### src/design/osb_pkg.sv
/*
 * Shared types and constants of the ordinary-space bus interface: access states,
 * request, configuration and pin carriers, field encodings and the area 4 hold idle-count table.
 * Assumes one core clock at twice the external bus clock; each bus cycle spans two core cycles.
 */
package osb_pkg;

    localparam int OSB_ADDR_W = 25;
    localparam int OSB_AREAS = 5;
    localparam int OSB_LW_AREAS = 4;
    localparam logic [2:0] OSB_AREA_LE_A = 3'h2;
    localparam logic [2:0] OSB_AREA_LE_B = 3'h4;
    localparam logic [2:0] OSB_AREA_EXT = 3'h4;
    localparam logic [1:0] OSB_LW_SHARED = 2'h2;

    // Device width codes
    localparam logic [1:0] OSB_WID_8 = 2'h0;
    localparam logic [1:0] OSB_WID_16 = 2'h1;
    localparam logic [1:0] OSB_WID_32 = 2'h2;

    // Access size codes
    localparam logic [1:0] OSB_SZ_BYTE = 2'h0;
    localparam logic [1:0] OSB_SZ_WORD = 2'h1;
    localparam logic [1:0] OSB_SZ_LONG = 2'h2;

    // Wait field codes
    localparam logic [1:0] OSB_WF_NONE = 2'h0;
    localparam logic [1:0] OSB_WF_ONE = 2'h1;
    localparam logic [1:0] OSB_WF_TWO = 2'h2;
    localparam logic [1:0] OSB_WF_LONG = 2'h3;

    localparam logic [3:0] OSB_WAIT_MAX = 4'hE;
    localparam logic [2:0] OSB_IDLE_MAX_LOW = 3'h2;
    localparam logic [2:0] OSB_REL_1 = 3'h1;
    localparam logic [2:0] OSB_REL_2 = 3'h2;
    localparam logic [2:0] OSB_REL_4 = 3'h4;
    // Area 4 hold idle count per two-bit code
    localparam logic [2:0] OSB_HOLD4_TBL [4] = '{3'h0, 3'h1, 3'h3, 3'h5};

    typedef enum logic [2:0] {
        OSB_IDLE = 3'b000,
        OSB_SETUP_IDLE = 3'b001,
        OSB_FIRST_ACCESS = 3'b010,
        OSB_WAIT_STATE = 3'b011,
        OSB_SECOND_ACCESS = 3'b100,
        OSB_HOLD_IDLE = 3'b101
    } osb_state_t;

    typedef struct packed {
        logic [2:0] area;
        logic write;
        logic [1:0] size;
        logic [OSB_ADDR_W-1:0] addr;
        logic [31:0] wdata;
    } osb_req_t;

    typedef struct packed {
        logic little_endian;
        logic ratio_one_to_one;
        logic [OSB_AREAS-1:0][1:0] dev_width;
        logic [OSB_AREAS-1:0][1:0] wait_field;
        logic [OSB_LW_AREAS-1:0][2:0] long_wait_field;
        logic [OSB_AREAS-1:0] ext_wait_mask;
        logic [1:0] area4_release_delay;
        logic [OSB_LW_AREAS-1:0][1:0] idle_extend;
        logic [2:0] area4_setup_idle_count;
        logic [1:0] area4_hold_idle_count;
    } osb_cfg_t;

    typedef struct packed {
        logic [OSB_AREAS-1:0] area_select_strobe_n;
        logic bus_start_strobe_n;
        logic rd_n;
        logic [3:0] write_strobe_n;
        logic rd_wr;
        logic [OSB_ADDR_W-1:0] addr;
        logic [31:0] dout;
        logic dout_oe;
    } osb_pins_t;

endpackage

### src/design/osb_ordinary_space.sv
/*
 * Ordinary-space (SRAM style) access sequencer: setup idle, first access, wait,
 * second access and hold idle states, byte write strobes, access splitting,
 * external wait sampling and little-endian lane swapping for areas 2 and 4.
 * Assumes I_CLK runs at twice the external bus clock (O_BUS_CLK) so that falling-edge
 * events land on a core edge, aligned requests, and synchronous I_WAIT_N and I_D.
 */
`timescale 1ns/1ps

module osb_ordinary_space
    import osb_pkg::*;
#(
    parameter int LONG_WAIT_STEP = 2
) (
    input wire logic I_CLK,
    input wire logic I_ARST_N,
    input wire logic I_REQ_VALID,
    input wire osb_req_t I_REQ,
    output logic O_REQ_READY,
    output logic O_RSP_VALID,
    output logic [31:0] O_RSP_RDATA,
    input wire osb_cfg_t I_CFG,
    input wire logic I_WAIT_N,
    input wire logic [31:0] I_D,
    output osb_pins_t O_PINS,
    output logic O_BUS_CLK
);

    initial begin
        if (LONG_WAIT_STEP < 1 || LONG_WAIT_STEP * 7 > int'(OSB_WAIT_MAX)) begin
            $error("LONG_WAIT_STEP must keep long waits within 1 to 14");
        end
    end

    typedef struct packed {
        osb_state_t st;
        logic ph;
        logic [3:0] cnt;
        logic [1:0] part;
        logic [1:0] last_part;
        logic [2:0] area;
        logic write;
        logic [2:0] wbytes;
        logic [2:0] pbytes;
        logic [1:0] size;
        logic [31:0] value;
        logic little;
        logic [31:0] acc;
        logic [3:0] waits;
        logic samp_en;
        logic wait_seen;
        logic [2:0] rel;
        logic [2:0] setup;
        logic [2:0] hold;
        logic burst;
        osb_pins_t pins;
        logic [31:0] rdata;
        logic rsp;
    } osb_regs_t;

    osb_regs_t r_ff;
    osb_regs_t nxt_r;

    function automatic logic [2:0] f_width_bytes(input logic [1:0] code);
        case (code)
            OSB_WID_8: f_width_bytes = 3'h1;
            OSB_WID_16: f_width_bytes = 3'h2;
            default: f_width_bytes = 3'h4;
        endcase
    endfunction

    function automatic logic [2:0] f_size_bytes(input logic [1:0] code);
        case (code)
            OSB_SZ_BYTE: f_size_bytes = 3'h1;
            OSB_SZ_WORD: f_size_bytes = 3'h2;
            default: f_size_bytes = 3'h4;
        endcase
    endfunction

    // Reverse byte order within the access size
    function automatic logic [31:0] f_byterev(input logic [31:0] v, input logic [1:0] size);
        case (size)
            OSB_SZ_BYTE: f_byterev = {24'h0, v[7:0]};
            OSB_SZ_WORD: f_byterev = {16'h0, v[7:0], v[15:8]};
            default: f_byterev = {v[7:0], v[15:8], v[23:16], v[31:24]};
        endcase
    endfunction

    // Lowest lane of a part: big-endian placement inside the device width
    function automatic logic [4:0] f_lane_shift(input osb_regs_t r);
        logic [2:0] off;
        off = 3'(r.pins.addr[1:0] & 2'(r.wbytes - 3'h1));
        f_lane_shift = {2'h0, 3'(r.wbytes - off - r.pbytes)} << 3;
    endfunction

    function automatic logic [31:0] f_part_mask(input logic [2:0] pbytes);
        case (pbytes)
            3'h1: f_part_mask = 32'h0000_00FF;
            3'h2: f_part_mask = 32'h0000_FFFF;
            default: f_part_mask = 32'hFFFF_FFFF;
        endcase
    endfunction

    // Load address and data lanes of part p, then enter its first state
    function automatic osb_regs_t f_start_part(input osb_regs_t r, input logic [1:0] p, input logic skip_setup);
        osb_regs_t o;
        logic [5:0] sh;
        o = r;
        o.part = p;
        o.pins.addr = OSB_ADDR_W'(r.pins.addr + OSB_ADDR_W'(r.pbytes) * OSB_ADDR_W'(p - r.part));
        sh = 6'({3'h0, r.pbytes} * {4'h0, 2'(r.last_part - p)}) << 3;
        o.pins.dout = ((r.value >> sh) & f_part_mask(r.pbytes)) << f_lane_shift(o);
        if (r.setup != 3'h0 && !skip_setup) begin
            o.st = OSB_SETUP_IDLE;
            o.cnt = {1'b0, r.setup};
        end else begin
            o.st = OSB_FIRST_ACCESS;
            o.cnt = 4'h1;
        end
        f_start_part = o;
    endfunction

    // Pin levels belonging to a state and phase
    function automatic osb_pins_t f_pins(input osb_regs_t n);
        osb_pins_t p;
        logic busy;
        logic more_burst;
        logic final_cyc;
        logic strobe;
        p = n.pins;
        busy = n.st != OSB_IDLE;
        more_burst = n.burst && n.part != n.last_part;
        final_cyc = (n.st == OSB_SECOND_ACCESS && n.cnt == 4'h1 && n.hold == 3'h0 && !more_burst)
            || (n.st == OSB_HOLD_IDLE && n.cnt == 4'h1 && n.part == n.last_part)
            || (n.st == OSB_HOLD_IDLE && n.cnt == 4'h1 && !n.burst);
        strobe = (n.st == OSB_FIRST_ACCESS || n.st == OSB_WAIT_STATE || n.st == OSB_SECOND_ACCESS)
            && !(n.st == OSB_SECOND_ACCESS && n.cnt == 4'h1 && n.ph);
        p.area_select_strobe_n = '1;
        if (busy && !(n.ph && final_cyc)) begin
            p.area_select_strobe_n[n.area] = 1'b0;
        end
        p.bus_start_strobe_n = !(n.st == OSB_FIRST_ACCESS);
        p.rd_n = !(strobe && !n.write);
        p.write_strobe_n = 4'hF;
        if (strobe && n.write) begin
            p.write_strobe_n = ~(4'((5'h1 << n.pbytes) - 5'h1) << (f_lane_shift(n) >> 3));
        end
        p.rd_wr = !(busy && n.write);
        p.dout_oe = busy && n.write && n.st != OSB_SETUP_IDLE;
        f_pins = p;
    endfunction

    always_comb begin
        logic [2:0] lw_idx;
        logic [3:0] lw_waits;
        logic [2:0] sbytes;
        logic [31:0] chunk;
        logic le_area;
        logic area4;
        nxt_r = r_ff;
        nxt_r.rsp = 1'b0;
        nxt_r.ph = !r_ff.ph;
        lw_idx = (I_REQ.area == OSB_AREA_EXT) ? 3'h3 : (I_REQ.area == 3'h3 ? 3'(OSB_LW_SHARED) : I_REQ.area);
        lw_waits = 4'(I_CFG.long_wait_field[lw_idx[1:0]] * LONG_WAIT_STEP);
        sbytes = f_size_bytes(I_REQ.size);
        le_area = I_REQ.area == OSB_AREA_LE_A || I_REQ.area == OSB_AREA_LE_B;
        area4 = I_REQ.area == OSB_AREA_EXT;
        chunk = ((I_D >> f_lane_shift(r_ff)) & f_part_mask(r_ff.pbytes));
        case (r_ff.st)
            OSB_IDLE: begin
                if (I_REQ_VALID && r_ff.ph) begin
                    nxt_r.area = I_REQ.area;
                    nxt_r.write = I_REQ.write;
                    nxt_r.size = I_REQ.size;
                    nxt_r.little = I_CFG.little_endian && le_area;
                    nxt_r.value = nxt_r.little ? f_byterev(I_REQ.wdata, I_REQ.size) : I_REQ.wdata;
                    nxt_r.wbytes = f_width_bytes(I_CFG.dev_width[I_REQ.area]);
                    nxt_r.pbytes = (sbytes < nxt_r.wbytes) ? sbytes : nxt_r.wbytes;
                    nxt_r.last_part = 2'((sbytes / nxt_r.pbytes) - 3'h1);
                    nxt_r.burst = I_CFG.ratio_one_to_one;
                    case (I_CFG.wait_field[I_REQ.area])
                        OSB_WF_NONE: nxt_r.waits = 4'h0;
                        OSB_WF_ONE: nxt_r.waits = 4'h1;
                        OSB_WF_TWO: nxt_r.waits = 4'h2;
                        default: nxt_r.waits = lw_waits;
                    endcase
                    nxt_r.samp_en = I_CFG.wait_field[I_REQ.area] != OSB_WF_NONE
                        && !I_CFG.ext_wait_mask[I_REQ.area];
                    nxt_r.rel = OSB_REL_1;
                    if (area4 && nxt_r.samp_en) begin
                        case (I_CFG.area4_release_delay)
                            2'h0: nxt_r.rel = OSB_REL_1;
                            2'h1: nxt_r.rel = OSB_REL_2;
                            default: nxt_r.rel = OSB_REL_4;
                        endcase
                    end
                    if (area4) begin
                        nxt_r.setup = I_CFG.area4_setup_idle_count;
                        nxt_r.hold = OSB_HOLD4_TBL[I_CFG.area4_hold_idle_count];
                    end else begin
                        nxt_r.setup = (3'(I_CFG.idle_extend[I_REQ.area[1:0]]) > OSB_IDLE_MAX_LOW) ?
                            OSB_IDLE_MAX_LOW : 3'(I_CFG.idle_extend[I_REQ.area[1:0]]);
                        nxt_r.hold = nxt_r.setup;
                    end
                    nxt_r.acc = 32'h0;
                    nxt_r.part = 2'h0;
                    nxt_r.pins.addr = I_REQ.addr;
                    nxt_r = f_start_part(nxt_r, 2'h0, 1'b0);
                end
            end
            OSB_SETUP_IDLE: begin
                if (r_ff.ph) begin
                    nxt_r.cnt = 4'(r_ff.cnt - 4'h1);
                    if (r_ff.cnt == 4'h1) begin
                        nxt_r.st = OSB_FIRST_ACCESS;
                    end
                end
            end
            OSB_FIRST_ACCESS: begin
                if (r_ff.ph) begin
                    nxt_r.wait_seen = 1'b0;
                    if (r_ff.waits != 4'h0) begin
                        nxt_r.st = OSB_WAIT_STATE;
                        nxt_r.cnt = r_ff.waits;
                    end else begin
                        nxt_r.st = OSB_SECOND_ACCESS;
                        nxt_r.cnt = 4'h1;
                    end
                end
            end
            OSB_WAIT_STATE: begin
                if (!r_ff.ph && r_ff.cnt == 4'h1) begin
                    nxt_r.wait_seen = r_ff.samp_en && !I_WAIT_N;
                end
                if (r_ff.ph) begin
                    if (r_ff.cnt != 4'h1) begin
                        nxt_r.cnt = 4'(r_ff.cnt - 4'h1);
                    end else if (!r_ff.wait_seen) begin
                        nxt_r.st = OSB_SECOND_ACCESS;
                        nxt_r.cnt = {1'b0, r_ff.rel};
                    end
                end
            end
            OSB_SECOND_ACCESS: begin
                if (!r_ff.ph && r_ff.cnt == 4'h1 && !r_ff.write) begin
                    nxt_r.acc = (r_ff.acc << ({2'h0, r_ff.pbytes} << 3)) | chunk;
                end
                if (r_ff.ph) begin
                    if (r_ff.cnt != 4'h1) begin
                        nxt_r.cnt = 4'(r_ff.cnt - 4'h1);
                    end else if (r_ff.burst && r_ff.part != r_ff.last_part) begin
                        nxt_r = f_start_part(r_ff, 2'(r_ff.part + 2'h1), 1'b1);
                        nxt_r.ph = 1'b0;
                    end else if (r_ff.hold != 3'h0) begin
                        nxt_r.st = OSB_HOLD_IDLE;
                        nxt_r.cnt = {1'b0, r_ff.hold};
                    end else if (r_ff.part != r_ff.last_part) begin
                        nxt_r = f_start_part(r_ff, 2'(r_ff.part + 2'h1), 1'b0);
                        nxt_r.ph = 1'b0;
                    end else begin
                        nxt_r.st = OSB_IDLE;
                        nxt_r.rsp = 1'b1;
                        nxt_r.rdata = r_ff.little ? f_byterev(nxt_r.acc, r_ff.size) : nxt_r.acc;
                    end
                end
            end
            OSB_HOLD_IDLE: begin
                if (r_ff.ph) begin
                    if (r_ff.cnt != 4'h1) begin
                        nxt_r.cnt = 4'(r_ff.cnt - 4'h1);
                    end else if (r_ff.part != r_ff.last_part) begin
                        nxt_r = f_start_part(r_ff, 2'(r_ff.part + 2'h1), 1'b0);
                        nxt_r.ph = 1'b0;
                    end else begin
                        nxt_r.st = OSB_IDLE;
                        nxt_r.rsp = 1'b1;
                        nxt_r.rdata = r_ff.little ? f_byterev(r_ff.acc, r_ff.size) : r_ff.acc;
                    end
                end
            end
            default: begin
                nxt_r.st = OSB_IDLE;
            end
        endcase
        nxt_r.pins = f_pins(nxt_r);
    end

    always_ff @(posedge I_CLK or negedge I_ARST_N) begin
        if (!I_ARST_N) begin
            r_ff <= '0;
            r_ff.pins.area_select_strobe_n <= '1;
            r_ff.pins.bus_start_strobe_n <= 1'b1;
            r_ff.pins.rd_n <= 1'b1;
            r_ff.pins.write_strobe_n <= 4'hF;
            r_ff.pins.rd_wr <= 1'b1;
        end else begin
            r_ff <= nxt_r;
        end
    end

    assign O_REQ_READY = r_ff.st == OSB_IDLE && r_ff.ph;
    assign O_RSP_VALID = r_ff.rsp;
    assign O_RSP_RDATA = r_ff.rdata;
    assign O_PINS = r_ff.pins;
    assign O_BUS_CLK = !r_ff.ph;

endmodule // osb_ordinary_space

### config.mk
export PLATFORM = sky130hd
export DESIGN_NAME = osb_ordinary_space
export DESIGN_NICKNAME = d
export VERILOG_FILES = /design/src/design/osb_pkg.sv /design/src/design/osb_ordinary_space.sv
export SDC_FILE = /design/constraint.sdc
export NUM_CORES = 1
export LEC_CHECK = 0
export BUFFER_PORTS_ARGS = -buffer_cell sky130_fd_sc_hd__buf_2
export CAP_MARGIN = 10
export CORE_ASPECT_RATIO = 0.6
export CORE_UTILIZATION = 45
export DETAILED_ROUTE_END_ITERATION = 8
export PLACE_DENSITY = 0.75
export SLEW_MARGIN = 30
export SYNTH_ARGS = -nofsm -noshare
export SYNTH_HDL_FRONTEND = slang
export SYNTH_SLANG_ARGS = --single-unit
### constraint.sdc
create_clock -name I_CLK -period 5.7 [get_ports I_CLK]
set_input_delay 0.855 -clock I_CLK [delete_from_list [all_inputs] [get_ports I_CLK]]
set_output_delay 0.855 -clock I_CLK [all_outputs]
set_load 0.01 [all_outputs]
==> flow_summary.ini <==
[run_status]
outcome = complete, but fails checks
failed_checks = setup timing

[timing]
period_share_pct = 109.6
finalClockSkew_ns = 0.01735
worst_slack_ns = -0.5488
tns_ns = -15.37
slew_violations = 0
fin_crit_ns = 6.249
finalSetupViolCount = 32
tightest_slew_ns = 1.043
whs_ns = 0.3980
fmax_ghz = 0.1600
rsz0062_at_grt = yes
hold_violations = 0
slew_headroom_pct = 30.49

[flow_run]
cap_violations = 0

[global_route]
grt_max_degree = 123
grt.overflow.total = 0
track_usage_pct = 32.32
grt_pass1_wl_um = 98770
grt_antenna_before_repair = 0
grt_pass1_vias = 16850

[critical_path]
critPathLaunch = I_CFG[48]
critPathLaunchType = input pin
crit_fanout = 8
worstReg2RegEnd = O_PINS[54]$_DFFE_PN0P_
critical_path.max_stage_delay_ns = 0.53
required_ns = 6.17
r2r.worst_path.cells = 22
path_class = input pin to register
arrival_ns = 6.72
crit_path_end_kind = register
r2r_start = r_ff[198]$_DFF_PN0_
critPathSlowestCell = or3_4
rrSetupSlack_ns = 0.20
cp-endpoint = O_PINS[18]$_DFFE_PN0P_

[synth]
ys_warn_count = 0
synth_common_cells = 259 x nand2_1, 195 x dfrtp_1, 181 x o21ai_0
avgSynthCellArea_sq_um = 8.030
synth_cell_types = 89
netlist_top_cells_area = dfrtp_1 28%, nand2_1 5.6%, o21ai_0 5.3%, buf_4 4.5%, a21oi_1 4.2%
ys_seq_area_share_pct = 30.18
synth_seq_cells = 207
synth_edf_count = 0
netlist.area_leader.share_pct = 28.35
syn_inst = 2144
synth_fp_nets = 2355
synth_ff_type = dfrtp_1
async_flop_share_pct = 100.0
synth.most_common_cell = nand2_1
synth_area_sq_um = 17220
synth_area_leader_cell = dfrtp_1

[place]
dp_hpwl_um = 47160
io_buffers = 257
place_ws_ns = -1.394
place.gp.congestion = 1.056

[route]
drt_wl_total_um = 64810
antenna_left = 0
initialDrtViolationCount = 2213
vias_per_cell = 6.339
routedWlPerCell_um = 22.84
num_vias = 17990
drt_first_pass_iters = 7
route.detailed.drc = 0

[clock_network]
cts.sinks = 207
ctsHoldBuffers = 0
cts.path.max_buffers = 3
cts_root_buf = clkbuf_16
cts-htree-levels = 1
cts_tree = yes
cts_made_buffers = 23
clk_pin_slew_worst_paths_ns = 0.06
insertion_delay_ns = 0.55

[final_layout]
fill_cells = 3433
final_core_util_pct = 54.45
area_growth_pct = 19.28
drive_gt1_share_pct = 26.89
nets = 2519

[floorplanning]
io_pins = 258
rows = 55
initial_core_util_pct = 45.65
fp.coreArea_sq_um = 37710
fp.dieH_um = 153.5
die_area_sq_um = 39070
die_x_um = 254.5

[power]
power_density_nw_per_um2 = 227.0
p_leak_nw = 9.262
ir_worst_vdd_v = 0.0001826
power_mw = 4.660

[min_path]
hold_path.class = input pin to asynchronous set/reset pin
## worst max-delay path: cells and delay by family
family	cells	cell delay (ns)
buf+inv	3	0.40
fa+ha+maj	5	1.09
xor+xnor	2	0.34
compound gates	12	1.82
mux	2	0.64
simple gates	10	1.55
## cells by family after synthesis
kind of cell | count (synthesis) | synth area share, %
mux | 88 | 5.873
compound gates | 719 | 27.87
fa+ha+maj | 58 | 4.477
simple gates | 692 | 19.11
flops | 207 | 30.18
buf+inv | 330 | 9.659
xor+xnor | 50 | 2.827
## cells in the final DEF (no fill, tap or decap), types with 10 or more instances in the layout
master | Yosys | final
xor2_1 | 14 | 13
dfrtp_1 | 195 | 194
or3_1 | 19 | 15
a21o_1 | 20 | 19
clkbuf_16 | 0 | 23
a21oi_1 | 144 | 137
nor2_1 | 134 | 123
xnor2_1 | 31 | 25
nor2_4 | 0 | 16
o21ai_0 | 181 | 169
nor3_1 | 67 | 62
a221oi_1 | 19 | 19
nand2_1 | 259 | 254
a22o_1 | 25 | 25
nand3_1 | 51 | 49
o221ai_1 | 17 | 13
mux2i_1 | 59 | 59
mux2_2 | 20 | 20
o21a_1 | 10 | 10
o21ai_1 | 15 | 23
o211ai_1 | 26 | 26
buf_4 | 104 | 139
a31oi_1 | 21 | 21
a211oi_1 | 33 | 29
buf_2 | 11 | 256
and2_1 | 10 | 10
ha_1 | 52 | 42
and3_1 | 37 | 37
nor2b_1 | 50 | 49
inv_1 | 56 | 54
nand2b_1 | 15 | 13
a221o_1 | 36 | 36
a211o_1 | 10 | 10
dfstp_2 | 12 | 12
a22oi_1 | 67 | 59
o22ai_1 | 32 | 32
## registers in the layout, indices dropped and copies added, names as in the netlist
name,cells
O_PINS,70
O_RSP_RDATA,32
r_ff,104
O_RSP_VALID,1
## metal layers
metal	vias up	part of all wire [%]	global-route usage, %
met4	0	2.9	9.581
met2	961	42	46.59
met1	8803	45	48.37
met5	-	0	0
li1	8092	-	-
met3	135	9.6	6.247
## power by group
| group | internal (mW) | leakage (nW) | switching [mW] |
|---|---|---|---|
| registers | 1.47 | 2.64 | 0 |
| clock network | 1.01 | 0.399 | 0.684 |
| logic | 0.670 | 6.22 | 0.831 |
## worst min-delay path by stage
stage                          start                          to  slack (ns)  cells after the start
2_1_floorplan  r_ff[110]$_DFFE_PN0P_       r_ff[110]$_DFFE_PN0P_        0.43                      2
4_1_cts                     I_ARST_N  O_RSP_RDATA[5]$_DFFE_PN0P_        0.42                      1
6_report                    I_ARST_N  O_RSP_RDATA[5]$_DFFE_PN0P_        0.40                      1
5_1_grt                     I_ARST_N  O_RSP_RDATA[5]$_DFFE_PN0P_        0.45                      1
3_5_place_dp   r_ff[159]$_DFFE_PN0P_       r_ff[159]$_DFFE_PN0P_        0.47                      2
3_3_place_gp   r_ff[154]$_DFFE_PN0P_       r_ff[154]$_DFFE_PN0P_        0.46                      2
## area by class of cell
| class | instances | area (sq um) | area share [%] |
|---|---|---|---|
| multi-input combinational | 1608 | 11120 | 54.17 |
| antenna | 1 | 2.502 | 0.01219 |
| tap | 513 | 641.9 | 3.126 |
| inverter | 58 | 222.7 | 1.085 |
| clock inverter | 12 | 190.2 | 0.9261 |
| clock buffer | 29 | 628.1 | 3.059 |
| timing repair buffer | 410 | 2530 | 12.32 |
| sequential | 207 | 5196 | 25.30 |
## per-stage QoR
step / cells / area [sq um]
3_5_place_dp: 2773 / 18980
4_1_cts: 2822 / 20130
3_3_place_gp: 2772 / 18960
5_1_grt: 2837 / 20530
2_1_floorplan: 2144 / 17410
6_report: 2838 / 20530
## what timing repair did
action,4_1_cts,5_1_grt
cloned,1,0
endpoints found under the setup margin,42,43
resized for setup,65,38
setup buffers,9,11
pin swaps,34,55
endpoints found under the hold margin,0,0
Note: power is estimated with default switching activity, not from simulation.
